<file path="src/sfc_pkg.sv">
// Purpose: shared constants and types for the flag and control op unit
// Assumes: 32-bit APB register bus, one clock
// Notes: flag positions follow the processor flag register layout
package sfc_pkg;
	localparam int ADDR_W = 8;
	localparam logic [ADDR_W-1:0] OFF_FLAGS = 8'h00;
	localparam logic [ADDR_W-1:0] OFF_STATUS = 8'h04;
	localparam logic [ADDR_W-1:0] OFF_CMD = 8'h08;
	localparam logic [ADDR_W-1:0] OFF_GPR_BASE = 8'h10;
	localparam logic [7:0] FLAGS_RESET = 8'h00;
	localparam logic [7:0] GPR_RESET = 8'h00;
	// Flag positions in the processor flag register
	localparam int FLAG_C = 0;
	localparam int FLAG_Z = 1;
	localparam int FLAG_N = 2;
	localparam int FLAG_V = 3;
	localparam int FLAG_S = 4;
	localparam int FLAG_H = 5;
	localparam int FLAG_T = 6;
	localparam int FLAG_I = 7;
	// Cycles beyond the first for a plain SRAM access, and NONVOLATILE_MEMORY_CONTROLLER extra
	localparam logic [3:0] DACC_SRAM_EXTRA = 4'h0;
	localparam logic [3:0] DACC_NVM_EXTRA = 4'h1;
	// Command and status register fields
	localparam int CMD_OP_LSB = 0;
	localparam int CMD_BIT_LSB = 4;
	localparam int CMD_REG_LSB = 8;
	localparam int STAT_STALL = 0;
	localparam int STAT_SLEEP = 1;
	localparam int STAT_CNT_LSB = 8;

	typedef enum logic [3:0] {
		OP_NOP,
		OP_TSTORE,
		OP_TLOAD,
		OP_FSET,
		OP_FCLR,
		OP_HSET,
		OP_HCLR,
		OP_SSET,
		OP_SLEEP,
		OP_WDOG,
		OP_BREAK
	} sfc_op_type;

	typedef struct packed {
		sfc_op_type op;
		logic [2:0] bit_idx;
		logic [1:0] reg_idx;
	} sfc_instr_type;

	typedef enum logic {DA_IDLE, DA_WAIT} sfc_dacc_state_type;
endpackage : sfc_pkg

</file>
<file path="src/sfc_core.sv">
// Purpose: flag, bit-transfer and MCU control ops, data access timing
// Assumes: ops arrive from logic on i_clk; APB master on the same clock
// Notes: pready drops only while a port op and a CMD write collide
//
// Function
// - Half-carry set, one cycle, others kept
// - Half-carry clear, one cycle, others kept
// - Signed-test set, one cycle, only S
// - Sleep: one cycle, flags kept, sleep request
// - Watchdog restart: one cycle, restart pulse out
// - Break: one cycle, flags kept, debug notified
// - Listed access counts hold for SRAM only
// - NONVOLATILE_MEMORY_CONTROLLER access takes at least one extra
// - Stall further while arbitration is busy
// - Read/write bits return last stored value
// - Read-only bits ignore writes, stay readable
// - Write-only bits read as don't care
//
// The placing of the registers and the APB interface to the registers were decided locally.
`timescale 1ns/1ns
module sfc_core #(
	parameter int NUM_REGS = 4
) (
	input wire logic i_clk,
	input wire logic i_rstn,
	input wire logic i_instr_valid,
	input wire sfc_pkg::sfc_instr_type i_instr,
	input wire logic i_dacc_valid,
	input wire logic i_dacc_nvm,
	input wire logic i_arb_busy,
	input wire logic psel,
	input wire logic penable,
	input wire logic pwrite,
	input wire logic [sfc_pkg::ADDR_W-1:0] paddr,
	input wire logic [31:0] pwdata,
	output logic [31:0] prdata,
	output logic pready,
	output logic pslverr,
	output logic o_instr_done,
	output logic [7:0] o_flags,
	output logic o_sleep_req,
	output logic o_wdt_restart,
	output logic o_break_req,
	output logic o_dacc_ready,
	output logic o_dacc_done,
	output logic o_stall
);
	logic rst_meta_q;
	logic rst_sync_q;
	logic rstn;
	logic [7:0] flags_q;
	logic [7:0] flags_d;
	logic [7:0] gpr_q [NUM_REGS];
	logic [7:0] op_cnt_q;
	logic sleep_q;
	logic sleep_req_q;
	logic wdt_q;
	logic brk_q;
	logic done_q;
	logic [31:0] prdata_q;
	logic pslverr_q;
	logic acc;
	logic wr;
	logic cmd_wr;
	logic cmd_hold;
	logic exec;
	sfc_pkg::sfc_instr_type ins;
	logic [7:0] cur_reg;
	sfc_pkg::sfc_dacc_state_type da_q;
	logic [3:0] da_cnt_q;
	logic da_nvm_q;
	logic da_block;

	// Reset release through two flops
	always_ff @(posedge i_clk or negedge i_rstn) begin
		if (!i_rstn) begin
			rst_meta_q <= 1'b0;
			rst_sync_q <= 1'b0;
		end else begin
			rst_meta_q <= 1'b1;
			rst_sync_q <= rst_meta_q;
		end
	end
	assign rstn = rst_sync_q;

	function automatic logic is_reg(input logic [sfc_pkg::ADDR_W-1:0] a,
			input logic [sfc_pkg::ADDR_W-1:0] off);
		is_reg = (a == off);
	endfunction : is_reg

	function automatic logic is_gpr(input logic [sfc_pkg::ADDR_W-1:0] a);
		is_gpr = (a >= sfc_pkg::OFF_GPR_BASE) && (a[1:0] == 2'b00) &&
			(a < sfc_pkg::OFF_GPR_BASE + sfc_pkg::ADDR_W'(4 * NUM_REGS));
	endfunction : is_gpr

	function automatic logic mapped(input logic [sfc_pkg::ADDR_W-1:0] a);
		mapped = is_reg(a, sfc_pkg::OFF_FLAGS) ||
			is_reg(a, sfc_pkg::OFF_STATUS) ||
			is_reg(a, sfc_pkg::OFF_CMD) || is_gpr(a);
	endfunction : mapped

	// APB access phase; a CMD write waits while the port issues an op
	assign acc = psel && penable;
	assign cmd_hold = acc && pwrite && is_reg(paddr, sfc_pkg::OFF_CMD) &&
		i_instr_valid;
	assign pready = !cmd_hold;
	assign wr = acc && pwrite && pready && mapped(paddr);
	assign cmd_wr = wr && is_reg(paddr, sfc_pkg::OFF_CMD);
	assign prdata = prdata_q;
	assign pslverr = pslverr_q;

	// Instruction source: port first, then a command write
	always_comb begin
		exec = i_instr_valid || cmd_wr;
		ins = i_instr;
		if (!i_instr_valid) begin
			ins.op = sfc_pkg::sfc_op_type'(pwdata[sfc_pkg::CMD_OP_LSB +: 4]);
			ins.bit_idx = pwdata[sfc_pkg::CMD_BIT_LSB +: 3];
			ins.reg_idx = pwdata[sfc_pkg::CMD_REG_LSB +: 2];
		end
	end
	assign cur_reg = gpr_q[ins.reg_idx];

	// Processor flag register update
	always_comb begin
		flags_d = flags_q;
		if (wr && is_reg(paddr, sfc_pkg::OFF_FLAGS)) begin
			flags_d = pwdata[7:0];
		end
		if (exec) begin
			unique case (ins.op)
			sfc_pkg::OP_TSTORE: flags_d[sfc_pkg::FLAG_T] = cur_reg[ins.bit_idx];
			sfc_pkg::OP_FSET: flags_d[ins.bit_idx] = 1'b1;
			sfc_pkg::OP_FCLR: flags_d[ins.bit_idx] = 1'b0;
			sfc_pkg::OP_HSET: flags_d[sfc_pkg::FLAG_H] = 1'b1;
			sfc_pkg::OP_HCLR: flags_d[sfc_pkg::FLAG_H] = 1'b0;
			sfc_pkg::OP_SSET: flags_d[sfc_pkg::FLAG_S] = 1'b1;
			default: flags_d = flags_d;
			endcase
		end
	end

	always_ff @(posedge i_clk or negedge rstn) begin
		if (!rstn) begin
			flags_q <= sfc_pkg::FLAGS_RESET;
		end else begin
			flags_q <= flags_d;
		end
	end
	assign o_flags = flags_q;

	// General registers: APB write, then bit load from T
	generate
		for (genvar g = 0; g < NUM_REGS; g++) begin : g_gpr
			always_ff @(posedge i_clk or negedge rstn) begin
				if (!rstn) begin
					gpr_q[g] <= sfc_pkg::GPR_RESET;
				end else if (exec && ins.op == sfc_pkg::OP_TLOAD &&
						ins.reg_idx == 2'(g)) begin
					gpr_q[g] <= (wr && paddr == sfc_pkg::OFF_GPR_BASE +
						sfc_pkg::ADDR_W'(4 * g)) ? pwdata[7:0] : gpr_q[g];
					gpr_q[g][ins.bit_idx] <= flags_q[sfc_pkg::FLAG_T];
				end else if (wr && paddr == sfc_pkg::OFF_GPR_BASE +
						sfc_pkg::ADDR_W'(4 * g)) begin
					gpr_q[g] <= pwdata[7:0];
				end
			end
		end
	endgenerate

	// Control op pulses, one cycle each, flags untouched
	always_ff @(posedge i_clk or negedge rstn) begin
		if (!rstn) begin
			sleep_req_q <= 1'b0;
			wdt_q <= 1'b0;
			brk_q <= 1'b0;
			done_q <= 1'b0;
		end else begin
			sleep_req_q <= exec && ins.op == sfc_pkg::OP_SLEEP;
			wdt_q <= exec && ins.op == sfc_pkg::OP_WDOG;
			brk_q <= exec && ins.op == sfc_pkg::OP_BREAK;
			done_q <= exec;
		end
	end
	assign o_sleep_req = sleep_req_q;
	assign o_wdt_restart = wdt_q;
	assign o_break_req = brk_q;
	assign o_instr_done = done_q;

	// Status: last executed op was sleep, executed op count
	always_ff @(posedge i_clk or negedge rstn) begin
		if (!rstn) begin
			sleep_q <= 1'b0;
			op_cnt_q <= 8'h00;
		end else if (exec) begin
			sleep_q <= ins.op == sfc_pkg::OP_SLEEP;
			op_cnt_q <= op_cnt_q + 8'h01;
		end
	end

	// Data access timing
	assign da_block = i_arb_busy;
	assign o_dacc_ready = da_q == sfc_pkg::DA_IDLE;
	assign o_dacc_done = da_q == sfc_pkg::DA_WAIT && da_cnt_q == 4'h0 &&
		!da_block;
	assign o_stall = da_q == sfc_pkg::DA_WAIT && !o_dacc_done;

	always_ff @(posedge i_clk or negedge rstn) begin
		if (!rstn) begin
			da_q <= sfc_pkg::DA_IDLE;
			da_cnt_q <= 4'h0;
			da_nvm_q <= 1'b0;
		end else begin
			unique case (da_q)
			sfc_pkg::DA_IDLE: begin
				if (i_dacc_valid) begin
					da_q <= sfc_pkg::DA_WAIT;
					da_nvm_q <= i_dacc_nvm;
					da_cnt_q <= i_dacc_nvm ?
						sfc_pkg::DACC_SRAM_EXTRA + sfc_pkg::DACC_NVM_EXTRA
						: sfc_pkg::DACC_SRAM_EXTRA;
				end
			end
			sfc_pkg::DA_WAIT: begin
				if (da_cnt_q != 4'h0) begin
					da_cnt_q <= da_cnt_q - 4'h1;
				end else if (!da_block) begin
					da_q <= sfc_pkg::DA_IDLE;
				end
			end
			endcase
		end
	end

	// Read data captured in setup; CMD is write-only and reads zero
	always_ff @(posedge i_clk or negedge rstn) begin
		if (!rstn) begin
			prdata_q <= 32'h0000_0000;
			pslverr_q <= 1'b0;
		end else if (psel && !penable) begin
			pslverr_q <= !mapped(paddr);
			prdata_q <= 32'h0000_0000;
			if (!pwrite) begin
				if (is_reg(paddr, sfc_pkg::OFF_FLAGS)) begin
					prdata_q[7:0] <= flags_q;
				end else if (is_reg(paddr, sfc_pkg::OFF_STATUS)) begin
					prdata_q[sfc_pkg::STAT_STALL] <= o_stall;
					prdata_q[sfc_pkg::STAT_SLEEP] <= sleep_q;
					prdata_q[sfc_pkg::STAT_CNT_LSB +: 8] <= op_cnt_q;
				end else if (is_gpr(paddr)) begin
					prdata_q[7:0] <= gpr_q[paddr[3:2]];
				end
			end
		end
	end

	// Checks
	logic fl_wr;
	assign fl_wr = wr && is_reg(paddr, sfc_pkg::OFF_FLAGS);
endmodule : sfc_core

</file>
<file path="config.mk">
export PLATFORM = sky130hd
export DESIGN_NAME = sfc_core
export DESIGN_NICKNAME = d
export VERILOG_FILES = /design/src/sfc_pkg.sv /design/src/sfc_core.sv
export SDC_FILE = /design/constraint.sdc
export NUM_CORES = 1
export LEC_CHECK = 0
export BUFFER_PORTS_ARGS = -buffer_cell sky130_fd_sc_hd__buf_4
export CORE_ASPECT_RATIO = 0.5
export CORE_MARGIN = 4
export CORE_UTILIZATION = 34
export CTS_CLUSTER_DIAMETER = 150
export DETAILED_ROUTE_END_ITERATION = 8
export PLACE_DENSITY = 0.6
export SETUP_SLACK_MARGIN = 0.1
export SLEW_MARGIN = 20
export SYNTH_ARGS = -nofsm -noshare
export SYNTH_HDL_FRONTEND = slang
export SYNTH_SLANG_ARGS = --single-unit
</file>
<file path="constraint.sdc">
create_clock -name i_clk -period 2.6 [get_ports i_clk]
set_clock_uncertainty 0.1 [all_clocks]
set_input_delay 0.52 -clock i_clk [delete_from_list [all_inputs] [get_ports i_clk]]
set_output_delay 0.52 -clock i_clk [all_outputs]
set_load 0.02 [all_outputs]
</file>
# ---- After elaboration in Yosys (flattened, before gate mapping)
# Cells that the tools add are included.
dict set report totals {
  reg_bits 77
  in_bits 58
  out_inout_bits 49
  elab_cells 139
}
dict set report classes {
  n_addsub 2
  magnitude_cmp 6
  eq_ne 21
  muxes 45
  n_bitwise 6
  reduce_logical 42
}
# operator n
set ops {}
lappend ops {{$mux 8} 18}
lappend ops {{$bmux 8 s2} 2}
lappend ops {{$bwmux 8} 4}
lappend ops {{$eq 8x5->1 const B} 4}
lappend ops {{$logic_and 1x1->1} 27}
lappend ops {{$eq 4x3->1 const B} 4}
lappend ops {{$mux 16} 1}
lappend ops {{$pmux 4 s2} 2}
lappend ops {{$eq 4x4->1 const B} 3}
lappend ops {{$mux 9} 1}
lappend ops {{$add 8x1->8 const B} 1}
lappend ops {{$and 8x8->8} 1}
lappend ops {{$eq 4x2->1 const B} 2}
lappend ops {{$eq 8x3->1 const B} 1}
lappend ops {{$eq 8x4->1 const B} 1}
lappend ops {{$ge 8x5->1 const B} 1}
lappend ops {{$logic_not 8->1} 1}
lappend ops {{$lt 8x6->1 const B} 1}
lappend ops {{$mux 4} 2}
lappend ops {{$not 8->8} 1}
lappend ops {{$or 8x8->8} 1}
lappend ops {{$ge 3x3->1 const B} 2}
lappend ops {{$mux 1} 6}
lappend ops {{$mux 6} 1}
lappend ops {{other kinds (22)} 34}

# ---- Depth between registers and ports, before layout
# Gate-level depths: netlist of the first run.
dict set report logic_depth {
  depth_word 12
  mapped_depth 11
  mapped_depth_nobuf 8
}

# ---- Worst setup path after synthesis of the first run
# Ideal clock, no wire load.
dict set report synth_timing {
  path_type {input-to-reg}
  from {in paddr[1] in the netlist's numbering}
  to {reg gpr_q[22] in the netlist's numbering}
  setup_ps 125
  arrival_time_ps 3030
  required_ps 2375
  setup_slack_ps -655
  cell_stages 8
  path_buffers 2
  path_cell_list {or4_4 -> or2_1 -> buf_6 -> o41a_1 -> buf_6 -> or4_4 -> nor3_1 -> mux2_2}
}
dict set report synth_between {
  elab_chain_len 11
  elab_cells_between_ends 25
  cone_classes {order compare: 2; eq/ne: 3; mux: 3; reduce/logical: 17}
}
# element line_no
set synth_rtl {}
lappend synth_rtl {{from (decl)} sfc_core.sv:34} ;# input wire logic [sfc_pkg::ADDR_W-1:0] paddr,
lappend synth_rtl {{parallel branches: the longest is 10 deep, another holds $ge 8x5->1} --}
lappend synth_rtl {{$mux 8 (*)} sfc_core.sv:158} ;# end else if (exec && ins.op == sfc_pkg::OP_TLOAD &&
lappend synth_rtl {{to (signal, indexed assignment)} sfc_core.sv:157} ;# gpr_q[g] <= sfc_pkg::GPR_RESET;
lappend synth_rtl {{to (signal, indexed assignment)} sfc_core.sv:160} ;# gpr_q[g] <= (wr && paddr == sfc_pkg::OFF_GPR_BASE +
lappend synth_rtl {{to (signal, indexed assignment)} sfc_core.sv:162} ;# gpr_q[g][ins.bit_idx] <= flags_q[sfc_pkg::FLAG_T];
lappend synth_rtl {{to (decl)} sfc_core.sv:53} ;# logic [7:0] gpr_q [NUM_REGS];
# Every way passes the cells marked *.
# A chain may end at the register's enable or synchronous reset.

# ---- Worst setup path in the final report of the first run
# Same ends and word-level chain as after synthesis.

==> results of run 1 <==
-- final timing paths --
path | startpoint | to | cells past startpoint
worst max-delay path | paddr[1] | gpr_q[22]$_DFF_PN0_ | 7
worst min-delay path | rst_meta_q$_DFF_PN0_ | rst_sync_q$_DFF_PN0_ | 0
worst max register to register | da_cnt_q[0]$_DFFE_PN0P_ | prdata[0]$_DFFE_PN0P_ | 9
worst min register to register | rst_meta_q$_DFF_PN0_ | rst_sync_q$_DFF_PN0_ | 0
max in group asynchronous | rst_sync_q$_DFF_PN0_ | da_cnt_q[1]$_DFFE_PN0P_ | 1
min in group asynchronous | rst_sync_q$_DFF_PN0_ | gpr_q[12]$_DFF_PN0_ | 0
-- layout make-up --
type / instances / area, um^2 / area share
sequential: 77 / 1930 / 0.287
tap: 192 / 240 / 0.0358
inverter: 13 / 53.8 / 0.00801
multi-input combinational: 373 / 3080 / 0.458
clock buffer: 11 / 233 / 0.0346
timing repair buffer: 132 / 1080 / 0.161
clock inverter: 5 / 100 / 0.0149
-- power breakdown --
part,internal [W],switching [W]
logic,0.000454,0.000576
clock network,0.000935,0.000497
registers,0.00135,0.000213
-- cells in the mapped netlist (all sizes together), types with 2 or more instances --
library cell,instances,area (um^2)
nor2b,7,43.8
nor2,39,146
inv,13,48.8
xor2,4,35.0
o31a,5,43.8
nand4,8,50.1
ha,2,25.0
or2,4,25.0
conb,2,7.51
clkbuf,20,75.1
a21oi,11,55.1
nor3b,2,15.0
nor4,4,31.3
xnor2,6,52.6
mux2i,14,140
a22o,20,175
and4b,2,20.0
o22ai,5,31.3
o21ai,23,115
a31oi,7,43.8
or4,6,52.6
o32a,2,20.0
nand2,50,188
dfrtp,77,1930
buf,24,170
or3,3,20.0
nor3,21,105
a32oi,3,26.3
a21o,2,15.0
nand2b,4,25.0
a32o,2,20.0
mux2,57,642
mux4,9,203
nand3,17,85.1
-- per-stage QoR --
stage / hold WS, ps / setup slack (ps) / cells / util / total power (W)
2_1_floorplan: 124 / -570 / 507 / - / 0.00212
3_3_place_gp: 202 / -563 / 780 / 0.428 / 0.00247
3_5_place_dp: 204 / -562 / 780 / 0.428 / 0.00250
4_1_cts: 256 / -97.3 / 801 / 0.475 / 0.00400
5_1_grt: 269 / -112 / 803 / 0.490 / 0.00423
6_report: 252 / -74.6 / 803 / 0.490 / 0.00403
-- repair_timing --
item                                    in CTS  in global routing
pin swaps                                    6                 12
endpoints found under the setup margin      36                 38
buffers inserted                             4                  3
endpoints found under the hold margin        2                  0
gates cloned                                 0                  0
hold buffers                                 1                  0
resized for setup                           71                 53
-- layer usage --
layer	track usage	wire length [um]	vias up
li1	-	-	2007
met5	0	0	-
met4	0.0560	212	0
met2	0.307	7100	163
met1	0.244	6610	2136
met3	0.0478	1240	16
-- worst max-delay path, cell delays in order --
cell	delay (ps)
buf_6	90
or4_4	530
or2_1	240
o41a_1	360
or4_4	590
nor3_2	170
mux2_4	310
-- sequential cells by signal (all words and copies together), names as in the netlist --
register       cells
da_cnt_q           4
da_q               1
gpr_q             32
o_break_req        1
o_flags            8
o_instr_done       1
o_sleep_req        1
o_wdt_restart      1
op_cnt_q           8
prdata            16
pslverr            1
rst_meta_q         1
rst_sync_q         1
sleep_q            1
-- cells by family after synthesis --
family / after synthesis / synth area share
AOI/OAI and AO/OA: 91 / 0.132
xor gates and xnor gates: 10 / 0.0182
muxes: 80 / 0.204
adders and majority gates: 2 / 0.00519
DFF: 77 / 0.400
and+or+nand+nor: 173 / 0.178
other: 2 / 0.00156
buffers and inverters: 57 / 0.0610
==> results.tsv, run 1 <==
stage	metric	value	unit
final_layout	final_cell_mix	buf_4, dfrtp_1, nand2_1	
global_route	grt_remaining_overflow	0	
logic_synthesis	synth_seq_cells	77	
final_layout	design_area	6720	um^2
min_path	min_path_type	flip-flop to flip-flop	
timing	fin_ws	-74.6	ps
floorplanning	pin_count	107	
status	status	finished, violations left	
timing	fin_crit_sh	1.03	
clock_tree	cts_tree	yes	
final_layout	nFillCells	1250	
timing	setup_viol	9	
timing	fmax	374	MHz
final_layout	drive_gt1_frac	0.426	
worst_setup_path	cp-end-kind	flip-flop	
timing	setup_tns	-381	ps
global_route	grt_max_degree	44	
timing	timing.final.hold_violations	0	
worst_setup_path	path_max_fanout	4	
timing	fin_crit	2670	ps
place	place.gp.congestion	0.865	
logic_synthesis	synth_edf_count	0	
worst_setup_path	crit_path_start_kind	input port	
logic_synthesis	ys_warn_count	0	
power	peakVddDrop	0.321	mV
run	drv_cap	0	
drt	drtIter0Drc	327	
power	leakage	2.99	nW
final_layout	final_nets	666	
worst_setup_path	rrSetupSlack	400	ps
final_layout	syn2layout_area_growth	39.3	%
final_layout	final_common_cell	buf_4	
drt	drt-total-wl	15.2	mm
clock_tree	cts_root_buf	clkbuf_16	
global_route	grt_pass1_wl	23.6	mm
logic_synthesis	synth_ff_type	dfrtp_1	
clock_tree	path_clk_slew	60	ps
drt	route.detailed.drc	0	
timing	relSlewSlack	0.345	
worst_setup_path	worst-setup-path-type	input port to flip-flop	
logic_synthesis	syn_inst	492	
place	dpl.hpwl	10.6	mm
timing	maxSlewViolCount	0	
floorplanning	start_util	0.352	
global_route	grtUsageTotal	0.187	
floorplanning	row_count	30	
floorplanning	die_x	176	um
drt	viasPerCell	5.38	
place	dpl_cell_area	5860	um^2
global_route	antenna_found_initial	0	
global_route	grt_pass1_vias	4288	
floorplanning	fp.dieArea	16300	um^2
drt	vias	4322	
clock_tree	cts_buffers	9	
logic_synthesis	synth.avg_cell_area	9.80	um^2
timing	rsz0062_at_grt	yes	
logic_synthesis	synth.distinct_cells	59	
drt	firstDrtPassIters	5	
worst_setup_path	critPathArrivalTime	2800	ps
floorplanning	die_y	92.2	um
clock_tree	htreeDepth	3	
logic_synthesis	yosysSeqAreaShare	0.400	
timing	tightest_slew	983	ps
worst_setup_path	crit_required	2730	ps
logic_synthesis	synthArstFlopShare	1.00	
clock_tree	insertion_delay	340	ps
drt	routedWlPerCell	18.9	um
floorplanning	core	13700	um^2
clock_tree	clock_path_buffers	2	
final_layout	n_antenna_cell	0	
logic_synthesis	netlist_area	4820	um^2
place	portBuffers	68	
power	powerDensity	600	nW/um^2
status	violations	negative setup slack	
drt	ant_nets	0	
clock_tree	cts.sinks	77	
No activity file was read; power rests on OpenSTA's default activity.
==> inputs of run 2 (changes only) <==
--- a/config.mk
+++ b/config.mk
@@ -12,6 +12,7 @@
 export CTS_CLUSTER_DIAMETER = 150
 export DETAILED_ROUTE_END_ITERATION = 8
 export PLACE_DENSITY = 0.6
+export REMOVE_ABC_BUFFERS = 1
 export SETUP_SLACK_MARGIN = 0.1
 export SLEW_MARGIN = 20
 export SYNTH_ARGS = -nofsm -noshare
==> results.tsv, run 2 (synthesis gave the netlist of run 1 again) <==
stage	metric	value	unit	change
place	placedCellCount	784		was 780
timing	fin_crit_sh	1.06		was 1.03
worst_setup_path	crit_path_start_kind	input port		unchanged
timing	fin_ws	-153	ps	was -74.6 ps
drt	drt-total-wl	14.7	mm	was 15.2 mm
global_route	met2_usage	0.303		was 0.307
timing	relSlewSlack	0.515		was 0.345
worst_setup_path	worst-setup-path-type	input port to flip-flop		unchanged
floorplanning	row_count	30		unchanged
final_layout	drive_gt1_frac	0.412		was 0.426
global_route	use_met3	0.0346		was 0.0478
final_layout	largest_register_ff_count	32		unchanged
timing	maxSlewViolCount	0		unchanged
global_route	grt_pass1_vias	4232		was 4288
final_layout	final_common_cell	buf_4		unchanged
clock_tree	cts.sinks	77		unchanged
clock_tree	clock_path_buffers	2		unchanged
global_route	grt_max_degree	49		was 44
timing	setup_tns	-2550	ps	was -381 ps
drt	firstDrtPassIters	5		unchanged
clock_tree	cts_tree	yes		unchanged
worst_setup_path	r2r_start	da_cnt_q[0]$_DFFE_PN0P_		unchanged
min_path	min_path_type	flip-flop to flip-flop		unchanged
final_layout	final_nets	673		was 666
final_layout	syn2layout_area_growth	36.2	%	was 39.3%
timing	fin_crit	2750	ps	was 2670 ps
status	status	finished, violations left		unchanged
floorplanning	fp.dieArea	16300	um^2	unchanged
clock_tree	path_clk_slew	60	ps	about the same
place	place.gp.congestion	0.915		was 0.865
place	portBuffers	68		unchanged
clock_tree	htreeDepth	3		unchanged
run	drv_cap	0		unchanged
final_layout	n_antenna_cell	0		unchanged
clock_tree	cts_buffers	9		unchanged
global_route	grtUsageTotal	0.181		was 0.187
worst_setup_path	critPathArrivalTime	2870	ps	was 2800 ps
global_route	antenna_found_initial	0		unchanged
floorplanning	die_x	176	um	unchanged
worst_setup_path	crit_top_cell	or4_4		unchanged
clock_tree	cts_root_buf	clkbuf_16		unchanged
place	dpl_cell_area	5860	um^2	about the same
floorplanning	die_y	92.2	um	unchanged
drt	ant_nets	0		unchanged
power	leakage	2.96	nW	was 2.99 nW
timing	hold_ws	250	ps	was 252 ps
worst_setup_path	rrSetupSlack	430	ps	was 400 ps
final_layout	design_area	6570	um^2	was 6720 um^2
timing	rsz0062_at_grt	yes		unchanged
timing	timing.final.hold_violations	0		unchanged
power	powerDensity	560	nW/um^2	was 600 nW/um^2
drt	viasPerCell	5.29		was 5.38
global_route	grt-busiest-layer	met2		unchanged
final_layout	fin_cells	809		was 803
power	power	0.00368	W	was 0.00403 W
worst_setup_path	cp-startpoint	paddr[7]		was paddr[1]
global_route	grt_remaining_overflow	0		unchanged
final_layout	regMostFlops	gpr_q		unchanged
worst_setup_path	critPathTopFamily	simple AND/OR/NAND/NOR gates		unchanged
worst_setup_path	cp-end-kind	flip-flop		unchanged
worst_setup_path	crit_buf_inv	1		unchanged
worst_setup_path	crit_chain	buf_6 > or4_4 > or2_1 > o41a_1 > or4_4 > nor3_2 > mux2_4		unchanged
floorplanning	start_util	0.352		unchanged
worst_setup_path	path_max_fanout	4		unchanged
worst_setup_path	crit_required	2720	ps	was 2730 ps
drt	drtIter0Drc	354		was 327
drt	route.detailed.drc	0		unchanged
drt	vias	4282		was 4322
power	peakVddDrop	0.311	mV	was 0.321 mV
final_layout	final-seq-area	1930	um^2	unchanged
place	dpl.hpwl	10.7	mm	was 10.6 mm
drt	routedWlPerCell	18.2	um	was 18.9 um
floorplanning	pin_count	107		unchanged
floorplanning	core	13700	um^2	unchanged
final_layout	final_cell_mix	buf_4, dfrtp_1, nand2_1		unchanged
clock_tree	insertion_delay	330	ps	was 340 ps
final_layout	multi_input_area	2970	um^2	was 3080 um^2
min_path	hold_start	rst_meta_q$_DFF_PN0_		unchanged
worst_setup_path	crit_slowest_cell	or4_4		unchanged
timing	tightest_slew	720	ps	was 983 ps
status	violations	negative setup slack		unchanged
global_route	met1_usage	0.241		was 0.244
worst_setup_path	cp_slowest_stage_delay	610	ps	was 590 ps
timing	setup_viol	28		was 9
timing	fmax	363	MHz	was 374 MHz
final_layout	nFillCells	1252		was 1250
global_route	grt_pass1_wl	23.3	mm	was 23.6 mm
-- run 2: changes by cell type in the layout (fill, tap and decap cells not counted), moves of 3 or more --
cell,delta
mux2_2,+14
mux2_4,-13
buf_4,+11
buf_6,-5
nor2_1,+4
nor2_4,-4
nor3_2,-4
bufinv_16,-3
o21ai_1,+3
-- run 2: area by class of cell --
class	instances	area share
inverter	13	0.00743
clock buffer	10	0.0349
timing repair buffer	139	0.171
tap	192	0.0366
multi-input combinational	373	0.451
sequential	77	0.294
clock inverter	5	0.00457
-- run 2: through the flow --
stage,setup WS [ps],utilization
global route,-189,0.480
floorplan,-655,-
CTS,-116,0.456
detailed placement,-676,0.428
global placement,-628,0.428
finish,-153,0.480
-- run 2: final timing paths --
check	to	cells after the start
setup reg to reg	prdata[0]$_DFFE_PN0P_	9
min in group asynchronous	prdata[8]$_DFFE_PN0P_	0
hold / removal	rst_sync_q$_DFF_PN0_	0
hold reg to reg	rst_sync_q$_DFF_PN0_	0
max in group asynchronous	gpr_q[30]$_DFF_PN0_	1
setup / recovery	gpr_q[30]$_DFF_PN0_	7
-- run 2: timing repair --
item | 4_1_cts | 5_1_grt
setup endpoints to repair | 36 | 37
hold endpoints to repair | 2 | 0
cloned | 0 | 0
pin swaps | 9 | 8
resized for setup | 25 | 71
hold buffers | 1 | 0
setup buffers | 1 | 8
-- run 2: layer usage --
metal | up-vias | wire, um
met1 | 2104 | 6710
met5 | - | 0
li1 | 2020 | -
met3 | 21 | 759
met4 | 0 | 165
met2 | 137 | 7060
-- run 2: report_power, final --
group          leakage [nW]  switching [W]  internal [W]
combinational          1.81       0.000571      0.000449
sequential             1.03       0.000182       0.00135
clock                 0.124       0.000490      0.000636
-- run 2: worst reg2reg max path, stage by stage, from the launching register on --
cell,delay (ps)
dfrtp_1,360
inv_1,70
ha_1,220
or3b_4,250
o21ai_2,50
buf_4,140
a211oi_1,230
a21oi_1,60
or4_1,460
o21ai_0,150
==> inputs of run 3 (changes only) <==
--- a/config.mk
+++ b/config.mk
@@ -12,6 +12,7 @@
 export CTS_CLUSTER_DIAMETER = 150
 export DETAILED_ROUTE_END_ITERATION = 8
 export PLACE_DENSITY = 0.6
+export RECOVER_POWER = 100
 export REMOVE_ABC_BUFFERS = 1
 export SETUP_SLACK_MARGIN = 0.1
 export SLEW_MARGIN = 20
==> results.tsv, run 3 (synthesis gave the netlist of run 1 again) <==
stage	metric	value	unit	change
floorplanning	die_x	176	um	unchanged
clock_tree	insertion_delay	330	ps	about the same
timing	fin_ws	-157	ps	was -153 ps
min_path	hold_start	rst_meta_q$_DFF_PN0_		unchanged
drt	vias	4274		was 4282
place	dpl.hpwl	10.7	mm	unchanged
worst_setup_path	cp-end-kind	flip-flop		unchanged
worst_setup_path	worst-setup-path-type	input port to flip-flop		unchanged
final_layout	syn2layout_area_growth	33.3	%	was 36.2%
status	status	finished, violations left		unchanged
clock_tree	htreeDepth	3		unchanged
place	pre_cts_slack	-676	ps	unchanged
timing	setup_viol	28		unchanged
power	power	0.00364	W	was 0.00368 W
drt	route.detailed.drc	0		unchanged
floorplanning	pin_count	107		unchanged
floorplanning	core	13700	um^2	unchanged
final_layout	drive_gt1_frac	0.357		was 0.412
clock_tree	cts.sinks	77		unchanged
final_layout	final_cell_mix	buf_4, dfrtp_1, nand2_1		unchanged
place	place.gp.congestion	0.915		unchanged
global_route	met1_usage	0.241		unchanged
clock_tree	cts_tree	yes		unchanged
timing	maxSlewViolCount	0		unchanged
timing	fin_crit	2760	ps	was 2750 ps
min_path	min_path_type	flip-flop to flip-flop		unchanged
floorplanning	fp.dieArea	16300	um^2	unchanged
power	peakVddDrop	0.313	mV	was 0.311 mV
run	drv_cap	0		unchanged
floorplanning	start_util	0.352		unchanged
timing	fmax	363	MHz	about the same
worst_setup_path	path_max_fanout	4		unchanged
worst_setup_path	crit_required	2720	ps	about the same
global_route	grt_max_degree	49		unchanged
status	violations	negative setup slack		unchanged
worst_setup_path	crit_path_start_kind	input port		unchanged
clock_tree	cts_root_buf	clkbuf_16		unchanged
final_layout	regMostFlops	gpr_q		unchanged
final_layout	final_nets	673		unchanged
timing	tightest_slew	1100	ps	was 720 ps
drt	firstDrtPassIters	5		unchanged
drt	drtIter0Drc	352		was 354
final_layout	final_common_cell	buf_4		unchanged
global_route	use_met3	0.0346		unchanged
timing	fin_crit_sh	1.06		about the same
timing	hold_ws	250	ps	about the same
global_route	antenna_found_initial	0		unchanged
final_layout	n_antenna_cell	0		unchanged
global_route	grt_pass1_vias	4232		unchanged
worst_setup_path	cp-startpoint	paddr[7]		unchanged
clock_tree	clock_path_buffers	2		unchanged
global_route	grt_pass1_wl	23.3	mm	unchanged
worst_setup_path	r2r_start	da_cnt_q[0]$_DFFE_PN0P_		unchanged
timing	relSlewSlack	0.267		was 0.515
drt	ant_nets	0		unchanged
timing	timing.final.hold_violations	0		unchanged
power	leakage	2.82	nW	was 2.96 nW
clock_tree	cts_buffers	9		unchanged
power	powerDensity	566	nW/um^2	was 560 nW/um^2
drt	viasPerCell	5.28		was 5.29
global_route	grtUsageTotal	0.181		unchanged
worst_setup_path	critPathArrivalTime	2870	ps	about the same
timing	rsz0062_at_grt	yes		unchanged
place	portBuffers	68		unchanged
global_route	grt-busiest-layer	met2		unchanged
global_route	met2_usage	0.303		unchanged
drt	routedWlPerCell	18.2	um	about the same
final_layout	largest_register_ff_count	32		unchanged
floorplanning	die_y	92.2	um	unchanged
floorplanning	row_count	30		unchanged
clock_tree	path_clk_slew	60	ps	about the same
global_route	grt_remaining_overflow	0		unchanged
drt	drt-total-wl	14.7	mm	about the same
run 3: what timing repair did:
action / CTS / global route
setup endpoints to repair: 36 / 37
hold buffers: 1 / 0
setup buffers: 1 / 8
resized for setup: 25 / 71
cloned: 0 / 0
pin swaps: 9 / 8
endpoints found under the hold margin: 2 / 0
run 3: path summary, 6_finish.rpt:
path,end,slack [ps],depth (start not counted)
hold / removal,rst_sync_q$_DFF_PN0_,250,0
hold reg to reg,rst_sync_q$_DFF_PN0_,250,0
max in group asynchronous,gpr_q[7]$_DFF_PN0_,680,1
setup / recovery,gpr_q[14]$_DFF_PN0_,-160,7
min in group asynchronous,prdata[8]$_DFFE_PN0P_,380,0
setup reg to reg,prdata[0]$_DFFE_PN0P_,460,9
run 3: metrics by stage:
stage	std cells	util	instance area, um^2	TNS [ps]
6_report	809	0.469	6430	-2420
5_1_grt	809	0.469	6430	-3480
4_1_cts	801	0.456	6240	-1140
3_5_place_dp	784	0.428	5860	-18510
3_3_place_gp	784	0.428	5860	-17930
2_1_floorplan	463	-	4630	-17590
run 3: critical path, stage by stage:
cell	delay [ps]
buf_6	90
or4_4	520
or2_1	260
o41a_1	400
or4_4	610
nor3_2	150
mux2_1	330
run 3: where the power goes:
| part | total (W) | switching, W | internal, W |
|---|---|---|---|
| logic | 0.000978 | 0.000571 | 0.000407 |
| registers | 0.00153 | 0.000180 | 0.00135 |
| clock network | 0.00113 | 0.000493 | 0.000636 |
run 3: per-layer routing:
metal  vias up  part of all wire
li1       2022                 -
met1      2092              0.45
met2       143              0.48
met3        17             0.062
met4         0             0.011
met5         -                 0
run 3: area by class of cell:
type | count | area (um^2)
clock inverters | 5 | 30.0
inverters | 13 | 48.8
flip-flops and latches | 77 | 1930
multi-input cells | 373 | 2960
fillers | 1290 | 7270
well taps | 192 | 240
repair buffers | 139 | 987
clock buffers | 10 | 229
